--- config.mk ---
export PLATFORM = sky130hd
export DESIGN_NAME = scrb_bank_flat
export DESIGN_NICKNAME = d
export VERILOG_FILES = /design/src/verilog/scrb_pkg.sv /design/src/verilog/scrb_if.sv /design/src/verilog/scrb_bank.sv /design/src/flat_wrapper.sv
export SDC_FILE = /design/constraint.sdc
export NUM_CORES = 1
export LEC_CHECK = 0
export BUFFER_PORTS_ARGS = -buffer_cell sky130_fd_sc_hd__buf_2
export CORE_MARGIN = 2
export CORE_UTILIZATION = 40
export CTS_CLUSTER_DIAMETER = 100
export DETAILED_ROUTE_END_ITERATION = 10
export PLACE_DENSITY = 0.67
export SYNTH_ARGS = -nofsm -noshare
export SYNTH_HDL_FRONTEND = slang
export SYNTH_SLANG_ARGS = --single-unit
--- constraint.sdc ---
create_clock -name i_mclk -period 1.5 [get_ports i_mclk]
set_clock_uncertainty 0.2 [all_clocks]
set_input_delay 0.15 -clock i_mclk [delete_from_list [all_inputs] [get_ports i_mclk]]
set_output_delay 0.15 -clock i_mclk [all_outputs]
set_load 0.03 [all_outputs]
--- src/verilog/scrb_pkg.sv ---
// Package for the system control register bank and its transfer port
// Notes on behaviour
// Reset clears every defined control bit except vector base
// Vector base bit loads vector-init pin during reset
// Control bits 29:15 reserved, written as zero
// Software keeps fixed reserved bits or read-modify-writes
// Bit 14 picks round-robin over random replacement
// Bit 13 moves vectors to high base
// Bits 12, 2, 0 enable icache, dcache, MMU
// Bits 9, 8 feed MMU protection checks
// Bit 7 selects big-endian byte order
// Bit 1 enables alignment fault checking
// Bits 31:30 select clocking mode; 10 reserved
// Translation base reads return pointer in 31:14
// Translation base writes take bits 31:14 only
// Sixteen 2-bit domain fields, read and write
// Software never touches register number four
// Data abort captures domain and fault type
// Fault status bit 8 reads zero
// Secondary opcode 1 selects prefetch fault status
// Debugger restores fault status by read-modify-write
// Fault address captured on data faults only
// Registers 1 to 6, other opcodes zero
// Unprivileged transfers raise undefined instruction trap
// Captured fault values held until replaced
// Control writes take effect next cycle
`default_nettype none
package scrb_pkg;
    localparam logic [3:0] SCRB_CRN_CTRL = 4'h1;
    localparam logic [3:0] SCRB_CRN_TTB = 4'h2;
    localparam logic [3:0] SCRB_CRN_DOM = 4'h3;
    localparam logic [3:0] SCRB_CRN_RSVD = 4'h4;
    localparam logic [3:0] SCRB_CRN_FSR = 4'h5;
    localparam logic [3:0] SCRB_CRN_FAR = 4'h6;
    localparam logic [2:0] SCRB_OP2_DATA = 3'h0;
    localparam logic [2:0] SCRB_OP2_PREF = 3'h1;
    // Control word bit positions
    localparam int SCRB_B_MMU = 0;
    localparam int SCRB_B_ALIGN = 1;
    localparam int SCRB_B_DCACHE = 2;
    localparam int SCRB_B_BIGEND = 7;
    localparam int SCRB_B_SYSPROT = 8;
    localparam int SCRB_B_ROMPROT = 9;
    localparam int SCRB_B_ICACHE = 12;
    localparam int SCRB_B_VECHI = 13;
    localparam int SCRB_B_RROBIN = 14;
    localparam int SCRB_B_NFAST = 30;
    localparam int SCRB_B_ASYNC = 31;
    // Writable defined bits and fixed-one reserved bits
    localparam logic [31:0] SCRB_CTRL_MASK = 32'hC000_7387;
    localparam logic [31:0] SCRB_CTRL_ONES = 32'h0000_0078;
    localparam logic [31:0] SCRB_TTB_MASK = 32'hFFFF_C000;
    localparam logic [31:0] SCRB_FSR_MASK = 32'h0000_00FF;
    localparam logic [31:0] SCRB_ZERO = 32'h0000_0000;
    localparam logic [31:0] SCRB_VEC_LO = 32'h0000_0000;
    localparam logic [31:0] SCRB_VEC_HI = 32'hFFFF_0000;
    // Host register offsets (byte addresses)
    localparam logic [3:0] SCRB_H_CMD = 4'h0;
    localparam logic [3:0] SCRB_H_WDATA = 4'h4;
    localparam logic [3:0] SCRB_H_RDATA = 4'h8;
    localparam logic [3:0] SCRB_H_STAT = 4'hC;
    // Command register fields
    localparam int SCRB_C_CRN = 0;
    localparam int SCRB_C_OP2 = 4;
    localparam int SCRB_C_WR = 8;
    localparam int SCRB_C_PRIV = 9;
    typedef enum logic [1:0] {
        SCRB_CLK_FAST = 2'b00,
        SCRB_CLK_SYNC = 2'b01,
        SCRB_CLK_RSVD = 2'b10,
        SCRB_CLK_ASYNC = 2'b11
    } scrb_clkmode_t;
endpackage : scrb_pkg
`default_nettype wire

--- src/verilog/scrb_if.sv ---
// Coprocessor transfer link between core-side master and register bank
`default_nettype none
interface scrb_if;
    logic xfer_valid;
    logic xfer_write;
    logic xfer_priv;
    logic [3:0] xfer_crn;
    logic [3:0] xfer_crm;
    logic [2:0] xfer_op1;
    logic [2:0] xfer_op2;
    logic [31:0] xfer_wdata;
    logic [31:0] xfer_rdata;
    logic xfer_undef;
    modport bank (
        input xfer_valid, xfer_write, xfer_priv, xfer_crn, xfer_crm,
        input xfer_op1, xfer_op2, xfer_wdata,
        output xfer_rdata, xfer_undef
    );
    modport core (
        output xfer_valid, xfer_write, xfer_priv, xfer_crn, xfer_crm,
        output xfer_op1, xfer_op2, xfer_wdata,
        input xfer_rdata, xfer_undef
    );
endinterface : scrb_if
`default_nettype wire

--- src/verilog/scrb_bank.sv ---
// System control register bank, registers 1 to 6
`default_nettype none
module scrb_bank (
    // Clock and reset
    input wire logic i_mclk,
    input wire logic i_rst,
    input wire logic i_vector_init_pin,
    // Transfer link
    scrb_if.bank bus,
    // Abort capture
    input wire logic i_data_abort,
    input wire logic i_prefetch_abort,
    input wire logic [3:0] i_abort_domain,
    input wire logic [3:0] i_abort_type,
    input wire logic [31:0] i_abort_mva,
    // Control outputs
    output logic o_mmu_enable,
    output logic o_align_check,
    output logic o_dcache_enable,
    output logic o_icache_enable,
    output logic o_big_endian,
    output logic o_system_protect,
    output logic o_rom_protect,
    output logic o_round_robin_select,
    output logic [31:0] o_vector_base,
    output scrb_pkg::scrb_clkmode_t o_clock_mode,
    output logic [17:0] o_translation_base_pointer,
    output logic [31:0] o_domain_fields
);
    typedef struct packed {
        logic [31:0] ctrl;
        logic [31:0] translation_base_pointer;
        logic [31:0] dom;
        logic [7:0] dfsr;
        logic [7:0] pfsr;
        logic [31:0] fault_address_capture;
        logic [31:0] rdata;
        logic undef;
    } scrb_bank_st_t;
    scrb_bank_st_t st_q;
    scrb_bank_st_t st_d;
    logic hit;
    logic legal;
    always_comb begin
        st_d = st_q;
        // Opcode 1 and CRm must be zero; register 4 is excluded
        legal = bus.xfer_op1 == 3'h0 && bus.xfer_crm == 4'h0 &&
            bus.xfer_crn >= scrb_pkg::SCRB_CRN_CTRL &&
            bus.xfer_crn <= scrb_pkg::SCRB_CRN_FAR &&
            bus.xfer_crn != scrb_pkg::SCRB_CRN_RSVD;
        hit = bus.xfer_valid && bus.xfer_priv && legal;
        st_d.undef = bus.xfer_valid && !bus.xfer_priv;
        // Abort capture; a software write in the same cycle loses
        if (i_data_abort) begin
            st_d.dfsr = {i_abort_domain, i_abort_type};
            st_d.fault_address_capture = i_abort_mva;
        end
        if (i_prefetch_abort) begin
            st_d.pfsr = {i_abort_domain, i_abort_type};
        end
        st_d.rdata = scrb_pkg::SCRB_ZERO;
        if (hit && bus.xfer_write) begin
            case (bus.xfer_crn)
                scrb_pkg::SCRB_CRN_CTRL: begin
                    st_d.ctrl = bus.xfer_wdata & scrb_pkg::SCRB_CTRL_MASK;
                end
                scrb_pkg::SCRB_CRN_TTB: begin
                    st_d.translation_base_pointer = bus.xfer_wdata & scrb_pkg::SCRB_TTB_MASK;
                end
                scrb_pkg::SCRB_CRN_DOM: begin
                    st_d.dom = bus.xfer_wdata;
                end
                scrb_pkg::SCRB_CRN_FSR: begin
                    // Restore path for a debugger
                    if (bus.xfer_op2 == scrb_pkg::SCRB_OP2_PREF) begin
                        if (!i_prefetch_abort) begin
                            st_d.pfsr = bus.xfer_wdata[7:0];
                        end
                    end else if (!i_data_abort) begin
                        st_d.dfsr = bus.xfer_wdata[7:0];
                    end
                end
                scrb_pkg::SCRB_CRN_FAR: begin
                    if (!i_data_abort) begin
                        st_d.fault_address_capture = bus.xfer_wdata;
                    end
                end
                default: begin
                end
            endcase
        end
        if (hit && !bus.xfer_write) begin
            case (bus.xfer_crn)
                scrb_pkg::SCRB_CRN_CTRL: begin
                    st_d.rdata = st_q.ctrl | scrb_pkg::SCRB_CTRL_ONES;
                end
                scrb_pkg::SCRB_CRN_TTB: begin
                    st_d.rdata = st_q.translation_base_pointer;
                end
                scrb_pkg::SCRB_CRN_DOM: begin
                    st_d.rdata = st_q.dom;
                end
                scrb_pkg::SCRB_CRN_FSR: begin
                    // Bit 8 and above read zero
                    st_d.rdata = {24'h000000,
                        (bus.xfer_op2 == scrb_pkg::SCRB_OP2_PREF) ?
                        st_q.pfsr : st_q.dfsr};
                end
                scrb_pkg::SCRB_CRN_FAR: begin
                    st_d.rdata = st_q.fault_address_capture;
                end
                default: begin
                    st_d.rdata = scrb_pkg::SCRB_ZERO;
                end
            endcase
        end
    end
    always_ff @(posedge i_mclk) begin
        if (i_rst) begin
            // Strap tracked while reset is held, so no write can race it
            st_q <= '0;
            st_q.ctrl[scrb_pkg::SCRB_B_VECHI] <= i_vector_init_pin;
        end else begin
            st_q <= st_d;
        end
    end
    assign bus.xfer_rdata = st_q.rdata;
    assign bus.xfer_undef = st_q.undef;
    // Control word fans out to the core
    assign o_mmu_enable = st_q.ctrl[scrb_pkg::SCRB_B_MMU];
    assign o_align_check = st_q.ctrl[scrb_pkg::SCRB_B_ALIGN];
    assign o_dcache_enable = st_q.ctrl[scrb_pkg::SCRB_B_DCACHE];
    assign o_icache_enable = st_q.ctrl[scrb_pkg::SCRB_B_ICACHE];
    assign o_big_endian = st_q.ctrl[scrb_pkg::SCRB_B_BIGEND];
    assign o_system_protect = st_q.ctrl[scrb_pkg::SCRB_B_SYSPROT];
    assign o_rom_protect = st_q.ctrl[scrb_pkg::SCRB_B_ROMPROT];
    assign o_round_robin_select = st_q.ctrl[scrb_pkg::SCRB_B_RROBIN];
    assign o_vector_base = st_q.ctrl[scrb_pkg::SCRB_B_VECHI] ?
        scrb_pkg::SCRB_VEC_HI : scrb_pkg::SCRB_VEC_LO;
    assign o_clock_mode = scrb_pkg::scrb_clkmode_t'(
        {st_q.ctrl[scrb_pkg::SCRB_B_ASYNC],
        st_q.ctrl[scrb_pkg::SCRB_B_NFAST]});
    assign o_translation_base_pointer = st_q.translation_base_pointer[31:14];
    assign o_domain_fields = st_q.dom;
endmodule : scrb_bank
`default_nettype wire

--- src/flat_wrapper.sv ---
// flat-port wrapper written by rule: the top's interface ports become plain ports
module scrb_bank_flat 
  (i_mclk, i_rst, i_vector_init_pin, i_data_abort, i_prefetch_abort, i_abort_domain, i_abort_type, i_abort_mva, o_mmu_enable, o_align_check, o_dcache_enable, o_icache_enable, o_big_endian, o_system_protect, o_rom_protect, o_round_robin_select, o_vector_base, o_clock_mode, o_translation_base_pointer, o_domain_fields, bus_xfer_valid, bus_xfer_write, bus_xfer_priv, bus_xfer_crn, bus_xfer_crm, bus_xfer_op1, bus_xfer_op2, bus_xfer_wdata, bus_xfer_rdata, bus_xfer_undef);
  scrb_if bus_i ();
  input wire logic i_mclk;
  input wire logic i_rst;
  input wire logic i_vector_init_pin;
  input wire logic i_data_abort;
  input wire logic i_prefetch_abort;
  input wire logic [3:0] i_abort_domain;
  input wire logic [3:0] i_abort_type;
  input wire logic [31:0] i_abort_mva;
  output logic o_mmu_enable;
  output logic o_align_check;
  output logic o_dcache_enable;
  output logic o_icache_enable;
  output logic o_big_endian;
  output logic o_system_protect;
  output logic o_rom_protect;
  output logic o_round_robin_select;
  output logic [31:0] o_vector_base;
  output scrb_pkg::scrb_clkmode_t o_clock_mode;
  output logic [17:0] o_translation_base_pointer;
  output logic [31:0] o_domain_fields;
  input wire logic [$bits(bus_i.xfer_valid)-1:0] bus_xfer_valid;
  input wire logic [$bits(bus_i.xfer_write)-1:0] bus_xfer_write;
  input wire logic [$bits(bus_i.xfer_priv)-1:0] bus_xfer_priv;
  input wire logic [$bits(bus_i.xfer_crn)-1:0] bus_xfer_crn;
  input wire logic [$bits(bus_i.xfer_crm)-1:0] bus_xfer_crm;
  input wire logic [$bits(bus_i.xfer_op1)-1:0] bus_xfer_op1;
  input wire logic [$bits(bus_i.xfer_op2)-1:0] bus_xfer_op2;
  input wire logic [$bits(bus_i.xfer_wdata)-1:0] bus_xfer_wdata;
  output wire logic [$bits(bus_i.xfer_rdata)-1:0] bus_xfer_rdata;
  output wire logic [$bits(bus_i.xfer_undef)-1:0] bus_xfer_undef;
  assign bus_i.xfer_valid = bus_xfer_valid;
  assign bus_i.xfer_write = bus_xfer_write;
  assign bus_i.xfer_priv = bus_xfer_priv;
  assign bus_i.xfer_crn = bus_xfer_crn;
  assign bus_i.xfer_crm = bus_xfer_crm;
  assign bus_i.xfer_op1 = bus_xfer_op1;
  assign bus_i.xfer_op2 = bus_xfer_op2;
  assign bus_i.xfer_wdata = bus_xfer_wdata;
  assign bus_xfer_rdata = bus_i.xfer_rdata;
  assign bus_xfer_undef = bus_i.xfer_undef;
  scrb_bank u_core (.i_mclk(i_mclk), .i_rst(i_rst), .i_vector_init_pin(i_vector_init_pin), .bus(bus_i), .i_data_abort(i_data_abort), .i_prefetch_abort(i_prefetch_abort), .i_abort_domain(i_abort_domain), .i_abort_type(i_abort_type), .i_abort_mva(i_abort_mva), .o_mmu_enable(o_mmu_enable), .o_align_check(o_align_check), .o_dcache_enable(o_dcache_enable), .o_icache_enable(o_icache_enable), .o_big_endian(o_big_endian), .o_system_protect(o_system_protect), .o_rom_protect(o_rom_protect), .o_round_robin_select(o_round_robin_select), .o_vector_base(o_vector_base), .o_clock_mode(o_clock_mode), .o_translation_base_pointer(o_translation_base_pointer), .o_domain_fields(o_domain_fields));
endmodule
==> results of run 1 <==
-- power by group --
group / switching, mW / leakage [nW] / internal [mW] / total (mW)
Clock: 1.86 / 0.285 / 2.50 / 4.36
Sequential: 0.0444 / 1.16 / 3.87 / 3.91
Combinational: 0.587 / 2.27 / 0.466 / 1.05
Total: 2.49 / 3.71 / 6.84 / 9.33
-- cells by family after synthesis --
| group | after synthesis | synth area share |
|---|---|---|
| DFF | 142 | 0.3958 |
| and+or+nand+nor | 207 | 0.1618 |
| AOI/OAI and AO/OA | 293 | 0.2483 |
| other | 1 | 0.0005203 |
| buffers and inverters | 218 | 0.1811 |
| muxes | 8 | 0.01250 |
-- worst max path at each step --
| stage | startpoint | to | slack, ns |
|---|---|---|---|
| after floorplan | bus_xfer_op1[1] | u_core.st_q[33]$_SDFF_PP0_ | -0.06 |
| after global placement | bus_xfer_crn[2] | u_core.bus.xfer_rdata[5]$_SDFF_PP0_ | -0.30 |
| after detailed placement | bus_xfer_crn[3] | u_core.st_q[52]$_SDFF_PP0_ | -0.32 |
| after CTS | u_core.st_q[158]$_DFFE_PP_ | o_vector_base[18] | -0.06 |
| after global routing | u_core.st_q[158]$_DFFE_PP_ | o_vector_base[24] | -0.09 |
| final | u_core.st_q[158]$_DFFE_PP_ | o_vector_base[18] | -0.04 |
-- metal layers --
| metal | wire length [µm] | global-route usage | up-vias |
|---|---|---|---|
| li1 | - | - | 3461 |
| met1 | 10730 | 0.3360 | 3527 |
| met2 | 11110 | 0.3557 | 387 |
| met3 | 1965 | 0.05992 | 41 |
| met4 | 469 | 0.08593 | 0 |
| met5 | 0 | 0 | - |
-- metrics by stage --
step                std cells    util
floorplan                 884       -
CTS                      1282  0.5286
global placement         1171  0.4505
finish                   1285  0.5335
detailed placement       1171  0.4505
global route             1285  0.5335
-- layout by cell type (no fill, tap or decap), types with 3 or more instances in the layout --
master	count
a31oi_1	20
mux2_2	8
buf_12	18
dfxtp_1	141
conb_1	16
nand4_1	98
a22oi_1	21
a21oi_1	79
nand2_1	37
nor2_1	43
a221oi_1	23
o21ai_1	10
nor3b_1	3
buf_4	46
inv_1	8
buf_2	201
a222oi_1	4
and4bb_2	4
inv_6	5
nor3_2	3
a311oi_1	32
nor3_1	6
clkbuf_16	19
o21ai_0	99
a22o_1	3
clkinv_4	3
clkinvlp_4	3
buf_6	3
dlygate4sd3_1	78
-- cells in the mapped netlist, types with 5 or more instances --
cell | number | area (µm²)
nor3_1 | 9 | 45.04
buf_1 | 5 | 18.77
inv_1 | 8 | 30.03
a311oi_1 | 32 | 280.3
a22oi_1 | 21 | 157.7
a221oi_1 | 23 | 201.4
a31oi_1 | 20 | 125.1
mux2_2 | 8 | 90.09
a21oi_1 | 79 | 395.4
nor2_1 | 43 | 161.4
buf_4 | 118 | 885.9
o21ai_0 | 99 | 495.5
nand2_1 | 37 | 138.9
buf_2 | 32 | 160.2
nand4_1 | 98 | 613.1
clkbuf_1 | 51 | 191.4
dfxtp_1 | 141 | 2823
o21ai_1 | 10 | 50.05
-- cell type report --
cell class	count	area, µm²
fillers	1641	8323
multi-input cells	524	3141
flip-flops and latches	142	2853
repair buffers	349	2604
clock buffers	17	425.4
well taps	229	286.5
clock inverters	15	175.2
inverters	9	33.78
-- sequential cells by signal, indices dropped and copies added (netlist names) --
signal	flops
u_core.bus.xfer_undef	1
u_core.o_align_check	1
u_core.o_translation_base_pointer	18
u_core.o_domain_fields	32
u_core.o_clock_mode	2
u_core.o_icache_enable	1
u_core.o_rom_protect	1
u_core.bus.xfer_rdata	32
u_core.o_big_endian	1
u_core.o_round_robin_select	1
u_core.o_dcache_enable	1
u_core.o_mmu_enable	1
u_core.st_q	49
u_core.o_system_protect	1
-- what timing repair did --
| action | CTS | global route |
|---|---|---|
| hold endpoints to repair | 110 | 0 |
| pin swaps | 0 | 1 |
| resized for setup | 1 | 6 |
| cloned | 0 | 2 |
| endpoints found under the setup margin | 16 | 20 |
| buffers inserted | 1 | 1 |
| hold buffers | 78 | 0 |
-- worst max-delay path, cell delays in order, from the launching register on --
cell,delay [ns]
edfxtp_1,0.41
buf_6,0.17
buf_2,0.18
==> metrics.md, run 1 <==
| Metric | Value |
|---|---|
| Antenna Nets Post-Route | `0` |
| Total GRT Usage | `0.2388` |
| Crit path required time | `1.15 ns` |
| Synthesized area | `7207 µm²` |
| R2r worst-path depth | `3` |
| Die area | `19,110 µm²` |
| Worst R2R End | `u_core.bus.xfer_rdata[13]$_SDFF_PP0_` |
| ANT cells | `0` |
| Tmin final | `1.538 ns` |
| Max clock buf depth | `2` |
| EDFF count, synth | `1` |
| Clock Sink Count | `roughly 140` |
| Setup violators final | `16` |
| TNS Setup | `-0.5888 ns` |
| Reg2reg start | `u_core.st_q[158]$_DFFE_PP_` |
| Reg clk slew, reported paths | `0.06 ns` |
| Overflow after GRT | `0` |
| Hold path cells | `5` |
| Core area | `17,840 µm²` |
| Unrepaired setup endpoints after global routing | `yes` |
| Final instance area | `9518 µm²` |
| First-pass GRT wire length | `37,120 µm` |
| Register bit total from synthesis | `142` |
| Seq/Total Area, Yosys | `0.3958` |
| H-Tree Depth | `4` |
| Number of global-route vias before repair | `6,864` |
| Vias per cell | `5.771` |
| Critical path data arrival time | `approximately 1.2 ns` |
| DRT Pass-1 Iters | `6` |
| Hold Crit Start | `bus_xfer_crn[3]` |
| Worst Hold Class | `in -> reg` |
| DR WL/cell | `approximately 19 µm` |
| Status | `finished with violations` |
| Hold endpoint | `u_core.o_clock_mode[0]$_SDFFE_PP0P_` |
| Max FO, Critical Path | `16` |
| Final wirelength | `between 20,000 and 25,000 µm` |
| Clk_lat worst skew | `0.43 ns` |
| Ys async rst share | `0` |
| Max_cap viols | `0` |
| Placed Area | `8038 µm²` |
| Period utilisation layout | `1.025` |
| Setup WS post-layout | `-0.03823 ns` |
| Share of layout cells above drive strength 1 | `0.3097` |
| Maximum vdd drop | `~0.79 mV` |
| Failing checks | `negative setup slack` |
| Fmax | `roughly 650 MHz` |
| CTS tree | `built` |
| Startpoint Class | `flip-flop` |
| Die X | `about 140 µm` |
| Vias post-DR | `approximately 7,400` |
| DP HPWL | `14,790 µm` |
| Nets | `1,137` |
| Syn avg cell area | `8.293 µm²` |
| Netlist cell types | `39` |
| Clk root buf | `clkbuf_16` |
| Initial core utilization | `0.4040` |
| Pre-CTS setup slack | `-0.3211 ns` |
| Slack of the worst reg-to-reg path | `0.22 ns` |
| Num rows | `49` |
| P_leak | `roughly 3.7 nW` |
| DRC errors left | `0` |
| Largest net degree at the start of global routing | `96` |
| Crit Path Class | `reg -> out` |
| Total design power | `9.327 mW` |
| Synth Flop Type | `dfxtp_1` |
| Final Slew Violations | `0` |
| I/O Pins | `roughly 220` |
| Total CTS buffers | `17` |
| Synth Warn # | `0` |
| Setup crit end kind | `output port` |
| Hold_ws | `0.1355 ns` |
| Synth Instances | `869` |
| Power per cell area | `979.9 nW/µm²` |
| Initial antenna violation count | `0` |
| Initial drt markers | `986` |
| Die height | `approximately 140 µm` |
| Final estimated routing congestion in global placement | `0.8194` |
| Area grow syn2layout | `32.07%` |
| PortBufs | `202` |
| Hold Violations, Final | `0` |
No activity file was read; power rests on OpenSTA's default activity.
==> run 2: changes to the inputs <==
MAX_ROUTING_LAYER = met4   (was unset)
==> run 2 against run 1 <==
  * Utilization unchanged
  * Sequential share of layout area unchanged
  * Non-clock buffer count unchanged
  * Setup slack better by 0.0028 ns
  * Largest power group unchanged
  * First-iteration DRC count down 5.6%
  * Count of clock-buffer cells in the layout unchanged
  * Design area unchanged
  * Maximum frequency up 0.18%
  * Register-to-register slack about the same
  * Total power about the same
  * The flow still finishes with violations (negative setup slack)
  * Highest routed layer unchanged
  * Global-route usage up 0.71 points
==> metrics.md, run 2 (synthesized netlist as in run 1, its figures left out) <==
| Metric | Value |
|---|---|
| Final estimated routing congestion in global placement | `0.8317 (was 0.8194)` |
| Most common cell after layout, fill and taps aside | `buf_2 (unchanged)` |
| Seq. cell area | `2853 µm² (unchanged)` |
| First-pass GRT wire length | `37,160 µm (was 37,120 µm)` |
| DRT Pass-1 Iters | `5 (was 6)` |
| Crit Path Class | `reg -> out (unchanged)` |
| Commonest non-fill, non-tap cells in the layout | `buf_2 (201), dfxtp_1 (141), o21ai_0 (99) (unchanged)` |
| Fmax | `651.3 MHz (was 650.1 MHz)` |
| Final Slew Violations | `0 (unchanged)` |
| Fill cells | `1,641 (unchanged)` |
| Placed Area | `8038 µm² (unchanged)` |
| CP bufs+invs | `2 (unchanged)` |
| Status | `finished with violations (unchanged)` |
| Antenna Nets Post-Route | `0 (unchanged)` |
| Clk_lat worst skew | `0.43 ns (about the same)` |
| Total CTS buffers | `17 (unchanged)` |
| Final instance area | `9518 µm² (unchanged)` |
| Worst-path cell with the longest stage delay | `edfxtp_1 (unchanged)` |
| Worst Hold Class | `in -> reg (unchanged)` |
| Share of layout cells above drive strength 1 | `0.3097 (unchanged)` |
| PortBufs | `202 (unchanged)` |
| Number of global-route vias before repair | `6,839 (was 6,864)` |
| Met3 global-route usage | `0.05611 (was 0.05992)` |
| Multi-input gate area in the final layout | `3141 µm² (unchanged)` |
| Crit path required time | `1.15 ns (about the same)` |
| Power per cell area | `979.9 nW/µm² (about the same)` |
| Busiest grt layer | `met2 (unchanged)` |
| DR WL/cell | `18.86 µm (was 18.89 µm)` |
| Max FFs per register | `49 (unchanged)` |
| Vias post-DR | `7,405 (was 7,416)` |
| ANT cells | `0 (unchanged)` |
| Core area | `17,840 µm² (unchanged)` |
| Hold Violations, Final | `0 (unchanged)` |
| Setup crit end kind | `output port (unchanged)` |
| Setup WS post-layout | `-0.03545 ns (was -0.03823 ns)` |
| Unrepaired setup endpoints after global routing | `yes (unchanged)` |
| Total GRT Usage | `0.2460 (was 0.2388)` |
| Initial drt markers | `931 (was 986)` |
| Largest net degree at the start of global routing | `96 (unchanged)` |
| Slowest stage delay, CP | `0.41 ns (about the same)` |
| DRC errors left | `0 (unchanged)` |
| Critical path data arrival time | `1.19 ns (about the same)` |
| Final cell count without fillers | `1,285 (unchanged)` |
| Final wirelength | `24,230 µm (was 24,270 µm)` |
| DP HPWL | `14,790 µm (unchanged)` |
| Largest delay share family, worst path | `flip-flops (unchanged)` |
| Area grow syn2layout | `32.07% (unchanged)` |
| Met2 usage | `0.3570 (was 0.3557)` |
| P_leak | `3.714 nW (unchanged)` |
| Initial antenna violation count | `0 (unchanged)` |
| Tmin final | `1.535 ns (was 1.538 ns)` |
| Nets | `1,137 (unchanged)` |
| Clk root buf | `clkbuf_16 (unchanged)` |
| Slack of the worst reg-to-reg path | `0.21 ns (was 0.22 ns)` |
| Clock Sink Count | `142 (unchanged)` |
| Max_cap viols | `0 (unchanged)` |
| Period utilisation layout | `1.024 (was 1.025)` |
| Overflow after GRT | `0 (unchanged)` |
| H-Tree Depth | `4 (unchanged)` |
| CP Cell Sequence | `buf_6 > buf_2 (unchanged)` |
| Die X | `138.2 µm (unchanged)` |
| Die height | `138.2 µm (unchanged)` |
| Max clock buf depth | `2 (unchanged)` |
| Initial core utilization | `0.4040 (unchanged)` |
| Hold_ws | `0.1400 ns (was 0.1355 ns)` |
| Startpoint Class | `flip-flop (unchanged)` |
| Failing checks | `negative setup slack (unchanged)` |
| Placed Cells incl. Taps | `1,171 (unchanged)` |
| Met1 Resource Use GR | `0.3364 (was 0.3360)` |
| Reg clk slew, reported paths | `0.07 ns (was 0.06 ns)` |
| Vias per cell | `5.763 (was 5.771)` |
| Num rows | `49 (unchanged)` |
| Maximum vdd drop | `0.7726 mV (was 0.7861 mV)` |
| Setup violators final | `16 (unchanged)` |
| Die area | `19,110 µm² (unchanged)` |
| Reg with most FFs | `u_core.st_q (unchanged)` |
| I/O Pins | `219 (unchanged)` |
| CTS tree | `built (unchanged)` |
| Max FO, Critical Path | `16 (unchanged)` |
-- run 2: layout make-up --
type / count / share of cell area
clock buffer: 17 / 0.04470
sequential: 142 / 0.2997
inverter: 9 / 0.003549
clock inverter: 15 / 0.01840
tap: 229 / 0.03010
multi-input combinational: 524 / 0.3300
timing repair buffer: 349 / 0.2736
-- run 2: final timing paths --
check | start | endpoint | depth (start not counted)
worst max-delay path | u_core.st_q[158]$_DFFE_PP_ | o_vector_base[18] | 2
worst min-delay path | bus_xfer_crn[3] | u_core.o_system_protect$_SDFFE_PP0P_ | 5
worst max register to register | u_core.st_q[158]$_DFFE_PP_ | u_core.bus.xfer_rdata[13]$_SDFF_PP0_ | 3
worst min register to register | u_core.o_domain_fields[21]$_SDFFE_PP0P_ | u_core.bus.xfer_rdata[21]$_SDFF_PP0_ | 2
-- run 2: power by group --
part / internal, mW / switching [mW]
Clock: 2.50 / 1.86
Combinational: 0.466 / 0.588
Sequential: 3.87 / 0.0447
-- run 2: stage by stage --
| stage | setup slack [ns] | total power [mW] | utilization | TNS [ns] |
|---|---|---|---|---|
| floorplan | -0.05645 | 4.532 | - | -1.671 |
| global placement | -0.3018 | 4.846 | 0.4505 | -24.80 |
| detailed placement | -0.3211 | 4.851 | 0.4505 | -27.67 |
| CTS | -0.06430 | 9.336 | 0.5286 | -1.003 |
| global route | -0.08481 | 9.632 | 0.5335 | -1.310 |
| finish | -0.03545 | 9.327 | 0.5335 | -0.5444 |
-- run 2: per-layer routing --
layer  share of wire  vias up
li1                -     3461
met1            0.44     3528
met2            0.46      371
met3           0.076       45
met4           0.018        0
met5               0        -
-- run 2: timing repair --
item / 4_1_cts / 5_1_grt
hold buffers: 78 / 0
gates resized for setup: 1 / 6
setup buffers: 1 / 1
setup endpoints to repair: 16 / 20
endpoints found under the hold margin: 110 / 0
pin swaps: 0 / 1
gates cloned: 0 / 2
-- run 2: worst register-to-register path: stages (launching register included) --
cell and delay [ns]:
edfxtp_1 0.41, buf_4 0.16, a222oi_1 0.34, nor2_1 0.07
